**config.mk**
```make
export PLATFORM = sky130hd
export DESIGN_NAME = snvwp_core
export DESIGN_NICKNAME = d
export VERILOG_FILES = /design/src/verilog/snvwp_pkg.sv /design/src/verilog/snvwp_core.sv
export VERILOG_INCLUDE_DIRS = /design/src /design/src/verilog
export SDC_FILE = /design/constraint.sdc
export NUM_CORES = 1
export LEC_CHECK = 0
export BUFFER_PORTS_ARGS = -buffer_cell sky130_fd_sc_hd__buf_2
export CORE_MARGIN = 2
export CORE_UTILIZATION = 62
export CTS_BUF_LIST = sky130_fd_sc_hd__clkbuf_8
export CTS_CLUSTER_DIAMETER = 120
export DETAILED_ROUTE_END_ITERATION = 7
export HOLD_SLACK_MARGIN = 0.08
export PLACE_DENSITY = 0.94
export SYNTH_ARGS = -nofsm -noshare
export SYNTH_HDL_FRONTEND = slang
export SYNTH_SLANG_ARGS = --single-unit
```
**constraint.sdc**
```tcl
create_clock -name core_clk_i -period 6.4 [get_ports core_clk_i]
set_clock_uncertainty 0.2 [all_clocks]
set_input_delay 0 -clock core_clk_i [delete_from_list [all_inputs] [get_ports core_clk_i]]
set_output_delay 0 -clock core_clk_i [all_outputs]
set_load 0.02 [all_outputs]
```
**src/verilog/snvwp_regs.svh**
```systemverilog
/*
  Constants of the serial memory write-protect and hold block: opcodes,
  status bit positions, protect range bounds and reset values.
  Assumes it is included once per file by its bare name.
*/
// Functional notes
// - Protect bits 00 leave whole array writable.
// - Protect 01 refuses writes 18000h through 1FFFFh.
// - Protect 10 refuses writes 10000h through 1FFFFh.
// - Protect 11 refuses writes to whole array.
// - Clear latch rejects array and status writes.
// - Set latch writes only outside protected range.
// - Status write needs lock clear or pin high.
// - Hold low with select low pauses command.
// - During hold clock and data are ignored.
// - Read output floats while hold lasts.
// - Select rising during hold aborts the command.
// - Unrecognised aborted command keeps latch value.
// - Latch set, cleared, and cleared after writes.
// - Protect and lock bits written, read as status.
`ifndef SNVWP_REGS_SVH
`define SNVWP_REGS_SVH

`define SNVWP_OP_LATCH_SET 8'h06
`define SNVWP_OP_LATCH_CLEAR 8'h04
`define SNVWP_OP_STATUS_READ 8'h05
`define SNVWP_OP_STATUS_WRITE 8'h01
`define SNVWP_OP_MEM_READ 8'h03
`define SNVWP_OP_MEM_WRITE 8'h02

`define SNVWP_ADDR_W 17
`define SNVWP_ADDR_BITS 5'h17
`define SNVWP_BYTE_BITS 5'h07

`define SNVWP_QUARTER_BASE 17'h18000
`define SNVWP_HALF_BASE 17'h10000

`define SNVWP_ST_LOCK_POS 7
`define SNVWP_ST_SPARE_HI 6
`define SNVWP_ST_SPARE_LO 4
`define SNVWP_ST_BP_HI 3
`define SNVWP_ST_BP_LO 2
`define SNVWP_ST_LATCH_POS 1

`define SNVWP_RST_LOCK 1'h0
`define SNVWP_RST_SPARE 3'h0
`define SNVWP_RST_BP 2'h0

`endif

```
**src/verilog/snvwp_pkg.sv**
```systemverilog
/*
  Types of the serial memory write-protect and hold block.
  Assumes snvwp_regs.svh is on the include path.
*/
`default_nettype none
`include "snvwp_regs.svh"

package snvwp_pkg;

  typedef enum logic [2:0] {
    SNVWP_PH_OPCODE = 3'b000,
    SNVWP_PH_ADDR = 3'b001,
    SNVWP_PH_WDATA = 3'b010,
    SNVWP_PH_RDATA = 3'b011,
    SNVWP_PH_STREAD = 3'b100,
    SNVWP_PH_STWRITE = 3'b101,
    SNVWP_PH_IDLE = 3'b110
  } snvwp_phase_e;

  typedef struct packed {
    logic [1:0] cs_n;
    logic [1:0] sck;
    logic [1:0] si;
    logic [1:0] hold_n;
    logic [1:0] wp_n;
  } snvwp_sync_s;

  typedef struct packed {
    logic lock;
    logic [2:0] spare;
    logic [1:0] bp;
    logic latch;
  } snvwp_status_s;

  typedef struct packed {
    logic wr;
    logic rd;
    logic [`SNVWP_ADDR_W-1:0] addr;
    logic [7:0] wdata;
  } snvwp_mem_req_s;

  typedef struct packed {
    snvwp_sync_s sync;
    logic sck_prev;
    snvwp_phase_e phase;
    logic [4:0] bit_cnt;
    logic [23:0] shift_in;
    logic is_write;
    logic wr_recognised;
    snvwp_status_s status;
    logic load_pend;
    logic load_status;
    logic [7:0] out_shift;
    logic so;
    logic so_oe;
    logic hold;
    snvwp_mem_req_s mem;
  } snvwp_state_s;

endpackage : snvwp_pkg

`default_nettype wire

```
**src/verilog/snvwp_core.sv**
```systemverilog
/*
  Device-side serial memory front end: command shifter with write-enable
  latch, block protect, status lock with protect pin, and hold pause.
  Assumes the memory array sits outside on core_clk_i and returns read
  data combinationally in the cycle its read strobe is high; all pins
  are asynchronous to core_clk_i and are synchronised here.
  Edges are found by comparing two synchronised samples, so each sck
  high and low phase must last at least three core cycles, and chip
  select must stay high for at least three core cycles between
  commands. The host may toggle sck while hold is low but returns it to
  the level it had when hold fell before hold rises again, and enters
  hold only with sck settled at that level.
*/
`default_nettype none
`include "snvwp_regs.svh"

module snvwp_core (
  // Clock and reset.
  input wire logic core_clk_i,
  input wire logic reset_n_i,
  // Serial link pins.
  input wire logic spi_cs_n_i,
  input wire logic spi_sck_i,
  input wire logic spi_si_i,
  input wire logic spi_hold_n_i,
  input wire logic wp_n_i,
  output logic spi_so_o,
  output logic spi_so_oe_o,
  // Memory array port.
  output snvwp_pkg::snvwp_mem_req_s mem_req_o,
  input wire logic [7:0] mem_rd_data_i,
  // Status view.
  output snvwp_pkg::snvwp_status_s status_o,
  output logic hold_active_o
);

  // The whole state, held as one registered word.
  snvwp_pkg::snvwp_state_s state_reg;
  snvwp_pkg::snvwp_state_s state_next;

  // True when the byte address falls inside the range chosen by the
  // two protect bits.
  function automatic logic addr_protected(
    input logic [`SNVWP_ADDR_W-1:0] addr,
    input logic [1:0] bp
  );
    logic hit;
    hit = 1'b0;
    unique case (bp)
      2'b00: hit = 1'b0;
      2'b01: hit = (addr >= `SNVWP_QUARTER_BASE);
      2'b10: hit = (addr >= `SNVWP_HALF_BASE);
      2'b11: hit = 1'b1;
    endcase
    return hit;
  endfunction : addr_protected

  // Packs the status fields into the byte shifted out on a status read.
  function automatic logic [7:0] status_byte(input snvwp_pkg::snvwp_status_s st);
    logic [7:0] b;
    b = 8'h00;
    b[`SNVWP_ST_LOCK_POS] = st.lock;
    b[`SNVWP_ST_SPARE_HI:`SNVWP_ST_SPARE_LO] = st.spare;
    b[`SNVWP_ST_BP_HI:`SNVWP_ST_BP_LO] = st.bp;
    b[`SNVWP_ST_LATCH_POS] = st.latch;
    return b;
  endfunction : status_byte

  // True on the last bit of a byte, counted from zero.
  function automatic logic byte_done(input logic [4:0] cnt);
    return cnt == `SNVWP_BYTE_BITS;
  endfunction : byte_done

  // Next byte address; the top of the array wraps round to zero.
  function automatic logic [`SNVWP_ADDR_W-1:0] next_addr(
    input logic [`SNVWP_ADDR_W-1:0] addr
  );
    return 17'(addr + 17'h00001);
  endfunction : next_addr

  logic cs_high;
  logic hold_now;
  logic sck_rise;
  logic sck_fall;
  logic reading;
  logic [7:0] in_byte;
  logic [23:0] in_word;

  always_comb begin
    cs_high = state_reg.sync.cs_n[1];
    // A deselected device ignores the hold pin altogether.
    hold_now = !cs_high && !state_reg.sync.hold_n[1];
    // Edges of the synchronised clock against last cycle's sample.
    sck_rise = state_reg.sync.sck[1] && !state_reg.sck_prev;
    sck_fall = !state_reg.sync.sck[1] && state_reg.sck_prev;
    reading = (state_reg.phase == snvwp_pkg::SNVWP_PH_RDATA) ||
              (state_reg.phase == snvwp_pkg::SNVWP_PH_STREAD);
    in_word = {state_reg.shift_in[22:0], state_reg.sync.si[1]};
    in_byte = in_word[7:0];
  end

  always_comb begin
    state_next = state_reg;
    state_next.mem.wr = 1'b0;
    state_next.mem.rd = 1'b0;

    // Two-stage synchronisers: stage 1 feeds only stage 2.
    state_next.sync.cs_n = {state_reg.sync.cs_n[0], spi_cs_n_i};
    state_next.sync.sck = {state_reg.sync.sck[0], spi_sck_i};
    state_next.sync.si = {state_reg.sync.si[0], spi_si_i};
    state_next.sync.hold_n = {state_reg.sync.hold_n[0], spi_hold_n_i};
    state_next.sync.wp_n = {state_reg.sync.wp_n[0], wp_n_i};

    state_next.hold = hold_now;

    // The clock history freezes in hold, so a release at the entry level
    // (the host keeps to this) produces no spurious edge.
    if (!hold_now) begin
      state_next.sck_prev = state_reg.sync.sck[1];
    end

    if (cs_high) begin
      // End of frame, or abort of a held command. Only a recognised write
      // command clears the latch; anything else leaves it as it was.
      if (state_reg.wr_recognised) begin
        state_next.status.latch = 1'b0;
      end
      state_next.phase = snvwp_pkg::SNVWP_PH_OPCODE;
      state_next.bit_cnt = 5'h00;
      state_next.wr_recognised = 1'b0;
      state_next.is_write = 1'b0;
      state_next.load_pend = 1'b0;
      state_next.so_oe = 1'b0;
      state_next.so = 1'b0;
    end else if (hold_now) begin
      // Progress is kept; nothing shifts and the output floats.
      state_next.so_oe = 1'b0;
    end else begin
      if (state_reg.load_pend) begin
        if (state_reg.phase == snvwp_pkg::SNVWP_PH_WDATA) begin
          // The finished write byte has left with its own address; step on.
          state_next.mem.addr = next_addr(state_reg.mem.addr);
        end else begin
          state_next.out_shift = state_reg.load_status ?
                                 status_byte(state_reg.status) : mem_rd_data_i;
        end
        state_next.load_pend = 1'b0;
      end

      if (sck_rise) begin
        state_next.shift_in = in_word;
        state_next.bit_cnt = 5'(state_reg.bit_cnt + 5'h01);
        unique case (state_reg.phase)
          snvwp_pkg::SNVWP_PH_OPCODE: begin
            if (state_reg.bit_cnt == `SNVWP_BYTE_BITS) begin
              state_next.bit_cnt = 5'h00;
              state_next.phase = snvwp_pkg::SNVWP_PH_IDLE;
              // Latch set and clear act at once, not at cs rising.
              unique case (in_byte)
                `SNVWP_OP_LATCH_SET: begin
                  state_next.status.latch = 1'b1;
                end
                `SNVWP_OP_LATCH_CLEAR: begin
                  state_next.status.latch = 1'b0;
                end
                `SNVWP_OP_STATUS_READ: begin
                  state_next.phase = snvwp_pkg::SNVWP_PH_STREAD;
                  state_next.load_pend = 1'b1;
                  state_next.load_status = 1'b1;
                end
                `SNVWP_OP_STATUS_WRITE: begin
                  state_next.phase = snvwp_pkg::SNVWP_PH_STWRITE;
                  state_next.wr_recognised = 1'b1;
                end
                `SNVWP_OP_MEM_READ: begin
                  state_next.phase = snvwp_pkg::SNVWP_PH_ADDR;
                  state_next.is_write = 1'b0;
                end
                `SNVWP_OP_MEM_WRITE: begin
                  state_next.phase = snvwp_pkg::SNVWP_PH_ADDR;
                  state_next.is_write = 1'b1;
                  state_next.wr_recognised = 1'b1;
                end
                default: begin
                  // An unknown opcode parks the frame until cs rises.
                  state_next.phase = snvwp_pkg::SNVWP_PH_IDLE;
                end
              endcase
            end
          end
          snvwp_pkg::SNVWP_PH_ADDR: begin
            if (state_reg.bit_cnt == `SNVWP_ADDR_BITS) begin
              // The upper seven address bits carry no meaning.
              state_next.mem.addr = in_word[`SNVWP_ADDR_W-1:0];
              state_next.bit_cnt = 5'h00;
              if (state_reg.is_write) begin
                state_next.phase = snvwp_pkg::SNVWP_PH_WDATA;
              end else begin
                state_next.phase = snvwp_pkg::SNVWP_PH_RDATA;
                state_next.mem.rd = 1'b1;
                state_next.load_pend = 1'b1;
                state_next.load_status = 1'b0;
              end
            end
          end
          snvwp_pkg::SNVWP_PH_WDATA: begin
            if (byte_done(state_reg.bit_cnt)) begin
              state_next.bit_cnt = 5'h00;
              // A refused byte still advances the address, silently. The
              // step waits one cycle so the strobe leaves with its own address.
              if (state_reg.status.latch &&
                  !addr_protected(state_reg.mem.addr, state_reg.status.bp)) begin
                state_next.mem.wr = 1'b1;
                state_next.mem.wdata = in_byte;
              end
              state_next.load_pend = 1'b1;
            end
          end
          snvwp_pkg::SNVWP_PH_RDATA: begin
            if (byte_done(state_reg.bit_cnt)) begin
              state_next.bit_cnt = 5'h00;
              // Each further byte fetches the next address, wrapping at the top.
              state_next.mem.addr = next_addr(state_reg.mem.addr);
              state_next.mem.rd = 1'b1;
              state_next.load_pend = 1'b1;
              state_next.load_status = 1'b0;
            end
          end
          snvwp_pkg::SNVWP_PH_STREAD: begin
            // The status byte repeats every eight clocks until cs rises.
            if (byte_done(state_reg.bit_cnt)) begin
              state_next.bit_cnt = 5'h00;
              state_next.load_pend = 1'b1;
              state_next.load_status = 1'b1;
            end
          end
          snvwp_pkg::SNVWP_PH_STWRITE: begin
            if (state_reg.bit_cnt == `SNVWP_BYTE_BITS) begin
              state_next.bit_cnt = 5'h00;
              state_next.phase = snvwp_pkg::SNVWP_PH_IDLE;
              // The latch bit and bit 0 of the byte are never stored.
              if (state_reg.status.latch &&
                  (!state_reg.status.lock || state_reg.sync.wp_n[1])) begin
                state_next.status.lock = in_byte[`SNVWP_ST_LOCK_POS];
                state_next.status.spare = in_byte[`SNVWP_ST_SPARE_HI:`SNVWP_ST_SPARE_LO];
                state_next.status.bp = in_byte[`SNVWP_ST_BP_HI:`SNVWP_ST_BP_LO];
              end
            end
          end
          snvwp_pkg::SNVWP_PH_IDLE: begin
            state_next.bit_cnt = 5'h00;
          end
          default: begin
            state_next.phase = snvwp_pkg::SNVWP_PH_IDLE;
          end
        endcase
      end

      // SO moves on the falling edge, so it is settled at the host's next rise.
      if (sck_fall && reading) begin
        state_next.so = state_reg.out_shift[7];
        state_next.out_shift = {state_reg.out_shift[6:0], 1'b0};
      end

      state_next.so_oe = reading;
    end
  end

  always_ff @(posedge core_clk_i or negedge reset_n_i) begin
    if (!reset_n_i) begin
      // Select, hold and protect read inactive; the clock stages match sck_prev.
      state_reg.sync <= 10'h33F;
      state_reg.sck_prev <= 1'b0;
      state_reg.phase <= snvwp_pkg::SNVWP_PH_OPCODE;
      state_reg.bit_cnt <= 5'h00;
      state_reg.shift_in <= 24'h000000;
      state_reg.is_write <= 1'b0;
      state_reg.wr_recognised <= 1'b0;
      state_reg.status.lock <= `SNVWP_RST_LOCK;
      state_reg.status.spare <= `SNVWP_RST_SPARE;
      state_reg.status.bp <= `SNVWP_RST_BP;
      state_reg.status.latch <= 1'b0;
      state_reg.load_pend <= 1'b0;
      state_reg.load_status <= 1'b0;
      state_reg.out_shift <= 8'h00;
      state_reg.so <= 1'b0;
      state_reg.so_oe <= 1'b0;
      state_reg.hold <= 1'b0;
      state_reg.mem <= '0;
    end else begin
      state_reg <= state_next;
    end
  end

  assign spi_so_o = state_reg.so;
  assign spi_so_oe_o = state_reg.so_oe;
  assign mem_req_o = state_reg.mem;
  assign status_o = state_reg.status;
  assign hold_active_o = state_reg.hold;

endmodule : snvwp_core

`default_nettype wire

```
=== Word level (Yosys, flattened, before mapping) ===
Index checks and enable logic that the tools add are counted.

* ROM bits: 0
* Output and inout port bits: 37
* Bits in registers: 92
* RAM bits: 0
* Latch bits: 0
* Memories kept: 0
* Input port bits: 15

* Magnitude comparators: 2
* Shift-type cells: 0
* Multiplexer cells: 59
* Equality and inequality tests: 30
* Div/mod/pow operators: 0
* Multiply operators: 0
* Bitwise gates (word level): 2
* Reductions and logical operators: 41
* Add/subtract/negate cells: 2

{| class="wikitable"
|+ Operators by type and width
! cell !! count
|-
| two-way mux 27 bit || 3
|-
| two-way mux 8 bit || 10
|-
| two-way mux 52 bit || 1
|-
| two-way mux 43 bit || 1
|-
| two-way mux 18 bit || 2
|-
| case mux 18 bit (2 select lines) || 1
|-
| >= comparator 17 bit (second input constant) || 2
|-
| two-way mux 17 bit || 2
|-
| case mux 5 bit (5 select lines) || 1
|-
| == test 8 x 3 -> 1 bit (second input constant) || 3
|-
| AND reduction 6 bit || 4
|-
| two-way mux 2 bit || 10
|-
| two-way mux 6 bit || 3
|-
| adder 17 x 1 -> 17 bit (second input constant) || 1
|-
| == test 8 x 2 -> 1 bit (second input constant) || 2
|-
| two-way mux 1 bit || 15
|-
| case mux 3 bit (4 select lines) || 1
|-
| nonzero test 2 bit || 6
|-
| inequality test 2 x 1 -> 1 bit (second input constant) || 5
|-
| inequality test 2 bit (second input constant) || 5
|-
| AND reduction 10 bit || 1
|-
| AND reduction 5 bit || 2
|-
| == test 3 bit (second input constant) || 3
|-
| two-way mux 9 bit || 1
|-
| 29 further kinds || 51
|}

=== Depth between registers and ports, before layout ===
* Word-level depth: 15
* Depth in mapped cells: 8

=== Worst setup path before layout ===
No wires, ideal clock.

* Kind: flip-flop to flip-flop
* Start point: register state_reg[85] (netlist bit)
* End point: register state_reg, in the netlist status_o[1]
* Slack: 4077 ps
* Buffers on the path: 2
* Cell stages (with the launch flop): 8
* Arrival time: 1997 ps
* Setup time: 125 ps
* Data required time: 6075 ps
* Path through: dfstp_2 and2b_1 buf_6 and3_4 nand3_2 or4_1 buf_2 mux2_4

* Word-level cells in the longest chain between the ends: 4

{| class="wikitable"
|+ RTL lines
! item !! line !! text
|-
| start, declared || snvwp_core.sv:38 || <nowiki>snvwp_pkg::snvwp_state_s state_reg;</nowiki>
|-
| start signal, assigned || snvwp_core.sv:291 || <nowiki>state_reg <= state_next;</nowiki>
|-
| zero test 1 bit || snvwp_core.sv:92 || <nowiki>hold_now = !cs_high && !state_reg.sync.hold_n[1];</nowiki>
|-
| logical AND 1 bit || snvwp_core.sv:92 ||
|-
| inverter 1 bit (no line) || n/a ||
|-
| AND reduction 6 bit (no line) || n/a ||
|}

Every way passes these cells.
A chain may end at the register's enable or synchronous reset.

=== Worst setup path after layout ===
* Start point: register state_reg[85] (netlist bit)
* End point: register state_reg[76] (netlist bit)

* Word-level cells in the longest chain between the ends: 4

{| class="wikitable"
|+ RTL lines
! item !! line
|-
| zero test 1 bit || snvwp_core.sv:92
|-
| logical AND 1 bit || snvwp_core.sv:92
|-
| inequality test 2 bit (no line) || n/a
|-
| AND reduction 2 bit (no line) || n/a
|}

Every way passes these cells.

==> results.tsv <==
stage	metric	value	unit
cts	clock latency at the later pin of the worst-skew pair	370	ps
critical_path	largest stage delay on the critical path	790	ps
timing	Finish-stage setup viols	0	
floorplan	y dimension of the die	94.0	microns
critical_path	category of the critical setup timing path	register to register	
timing	RSZ-0062 raised after global routing	no	
critical_path	critical path launch point type	register	
power	Total Power Consumption	1.09	mW
cts	buffer type at the clock tree root	clkbuf_8	
drt	DRC Markers	0	
critical_path	CP max FO	23	
critical_path	CP endpoint kind	register	
critical_path	flop2flop setup slack	3230	ps
drt	Vias	4535	
floorplan	area of the placeable core	0.00781	sq mm
critical_path	buffering stage count on the worst path with inverters included	0	
critical_path	Worst R2R Start	state_reg[85]$_DFF_PN1_	
synth	post-synthesis sequential area ratio	42.0	%
grt	maximum number of pins on one net before global-route repair	85	
drt	vias per cell	6.69	
final_layout	Inserted Diodes	0	
timing	Relative slew margins	31.5	%
drt	Antenna Nets Post-Route	0	
synth	share of synthesized flip-flops with an asynchronous set or reset	100	%
synth	number of warnings printed during yosys synthesis	0	
cts	H-tree depth reported by CTS	3	
grt	layer carrying the most global-route usage	met2	
place	estimated wirelength of the detail-placed design	8270	microns
synth	flops & latches, synth	84	
power	areal power density over the cells	202	mW/mm^2
timing	worst slew pin tran	1030	ps
cts	Max Buffers Root-to-Sink	2	
run	number of violations of the max-capacitance limit	0	
critical_path	worst reg2reg endpoint	state_reg[76]$_DFFE_PN0P_	
timing	Setup TNS Final	0	ps
floorplan	Die Wd	94.0	microns
drt	drt initial violations	707	
final_layout	number of flip-flops under the largest register name	27	
critical_path	Reg2Reg Depth	5	
cts	clock input transition at the sequential cells of the worst setup and hold paths	90	ps
final_layout	most common library cell in the layout ignoring fill and taps	nand2_1	
floorplan	Site Rows	32	
grt	global-route congestion overflow total	0	
drt	number of optimization iterations in the first detailed-route pass	6	
cts	CTS tree	done	
synth	count of flip-flops with a built-in enable after synthesis	0	
timing	final clock period utilization by the worst path	49.6	%
power	worst supply voltage drop on vdd	0.000155	V
floorplan	die area	0.00884	sq mm
grt	initial antenna violation count	0	
cts	CTS Buf Count	9	
grt	first-pass GRT wire length	21200	microns
floorplan	Boundary Pins	52	
synth	biggest area contributors in the synthesized netlist	dfrtp_1, nand2_1, buf_4, o21ai_0, dfstp_2	
critical_path	critical path data required time	6510	ps
grt	global routing met2 resource utilization	46.8	%
timing	post-layout min period	3170	ps
synth	combined area of all synthesized cells	0.00503	sq mm
final_layout	Final nets	589	
power	static leakage	2.48	nW
floorplan	initial cell density of the core	64.4	%
critical_path	critical path, cell by cell	and2b_1 -> nand3_1 -> a211oi_1 -> a21o_1 -> a22o_1	
synth	post-synthesis cell type with the largest combined area	dfrtp_1	
timing	number of hold-slack violations in the final timing report	0	
critical_path	number of gates on the worst path with buffers counted	5	
drt	WL per Instance	19.1	microns
run_status	outcome	completed	
synth	top-area cell type share of the netlist area	37.8	%
final_layout	number of filler instances in the final layout	580	
final_layout	share of final-layout standard cells stronger than drive strength 1	18.4	%
cts	sink count of the clock tree	84	
grt	number of global-route vias before repair	4229	
timing	number of pins with negative max-slew slack in the final report	0	
final_layout	relative area change from synthesis to final layout	7.12	%
timing	Peak Freq	0.315	GHz
grt	GR Util met3	7.46	%
synth	unique cell type count in the Yosys netlist	75	
drt	Routed WL	12900	microns
place	final RePlAce weighted congestion	0.974	
critical_path	capture point of the worst path	state_reg[76]$_DFFE_PN0P_	
synth	cells after synthesis	560	
critical_path	arrival time of data at the critical path endpoint	3280	ps
synth	ys flop type	dfrtp_1	
critical_path	library cell contributing the largest single delay on the critical path	nand3_1	
min_path	class of the worst hold path	primary input to asynchronous set/reset pin	
synth	Post-Syn Area per Cell	8.98	sq um
critical_path	critical path's top delay family	simple AND/OR/NAND/NOR gates	
place	# port buffers	51	
synth	number of nets in the synthesized netlist	578	
grt	grt met1 use	42.8	%
grt	total track usage	31.0	%
critical_path	Setup crit start	state_reg[85]$_DFF_PN1_	
final_layout	top library cells by usage in the layout, fill and taps aside	nand2_1, dfrtp_1, buf_2	
[kinds of logic (layout without fill, tap and decap cells)]
| group | after synthesis | count (layout) | share of synthesized area, % |
|---|---|---|---|
| AND/OR/NAND/NOR | 204 | 204 | 20.6 |
| flip-flops | 84 | 84 | 42.0 |
| buffers and inverters | 84 | 100 | 9.48 |
| XOR/XNOR | 11 | 11 | 1.92 |
| adder cells (fa/ha/maj) | 3 | 3 | 0.747 |
| AO/OA/AOI/OAI | 149 | 149 | 19.7 |
| multiplexers | 25 | 25 | 5.48 |
[power by group]
part / switching (mW) / internal (mW)
clock: 0.208 / 0.182
sequential: 0.0422 / 0.550
combinational: 0.0614 / 0.0421
total: 0.312 / 0.775
[metrics by stage]
step | worst slack [ps] | utilization [%] | hold WS (ps) | std cells | area (sq um)
5_1_grt | 2990 | 69.0 | 161 | 678 | 5380
2_1_floorplan | 4080 | - | -496 | 560 | 5030
4_1_cts | 3290 | 69.0 | 158 | 678 | 5380
3_3_place_gp | 3450 | 64.0 | -95.7 | 643 | 4990
6_report | 3230 | 69.0 | 126 | 678 | 5380
3_5_place_dp | 3310 | 64.0 | -93.9 | 643 | 4990
[layout make-up]
class                      count  area, sq um  share of cell area [%]
tap                          102          128                    2.37
timing repair buffer          72          463                    8.60
clock inverter                 7         75.1                    1.39
inverter                      12         45.0                   0.837
multi-input combinational    392         2440                    45.3
sequential                    84         2110                    39.2
clock buffer                   9          124                    2.30
[synthesized netlist by cell type, drive strengths merged (12+ instances only)]
library cell and instances:
a21oi 34, inv 12, mux2 17, nand2 89, dfrtp 76, nor2 27
nand3 13, nor3 13, clkbuf 22, buf 50, o21ai 45
[per-layer routing]
layer	wire length, microns	up-vias	share of wire [%]
li1	-	1992	-
met3	1290	52	10
met5	0	-	0
met4	363	0	2.8
met2	6090	323	47
met1	5200	2168	40
[worst min-delay path by stage]
stage                              from                   endpoint  slack [ps]  cells after the start
2_1_floorplan                 reset_n_i    hold_active_o$_DFF_PN0_        -500                      0
3_3_place_gp                   spi_si_i   state_next[87]$_DFF_PN1_        -100                      1
3_5_place_dp                   spi_si_i   state_next[87]$_DFF_PN1_         -90                      1
4_1_cts        state_next[89]$_DFF_PN0_    state_reg[89]$_DFF_PN0_         160                      0
5_1_grt        state_next[83]$_DFF_PN1_    state_reg[83]$_DFF_PN1_         160                      0
6_report                      reset_n_i  state_reg[30]$_DFFE_PN0P_         130                      2
[what timing repair did]
action	in CTS	in global routing
hold buffers	19	0
resized for setup	0	0
setup endpoints to repair	0	0
setup buffers	0	0
hold endpoints to repair	89	0
Note: power is estimated with default switching activity, not from simulation.
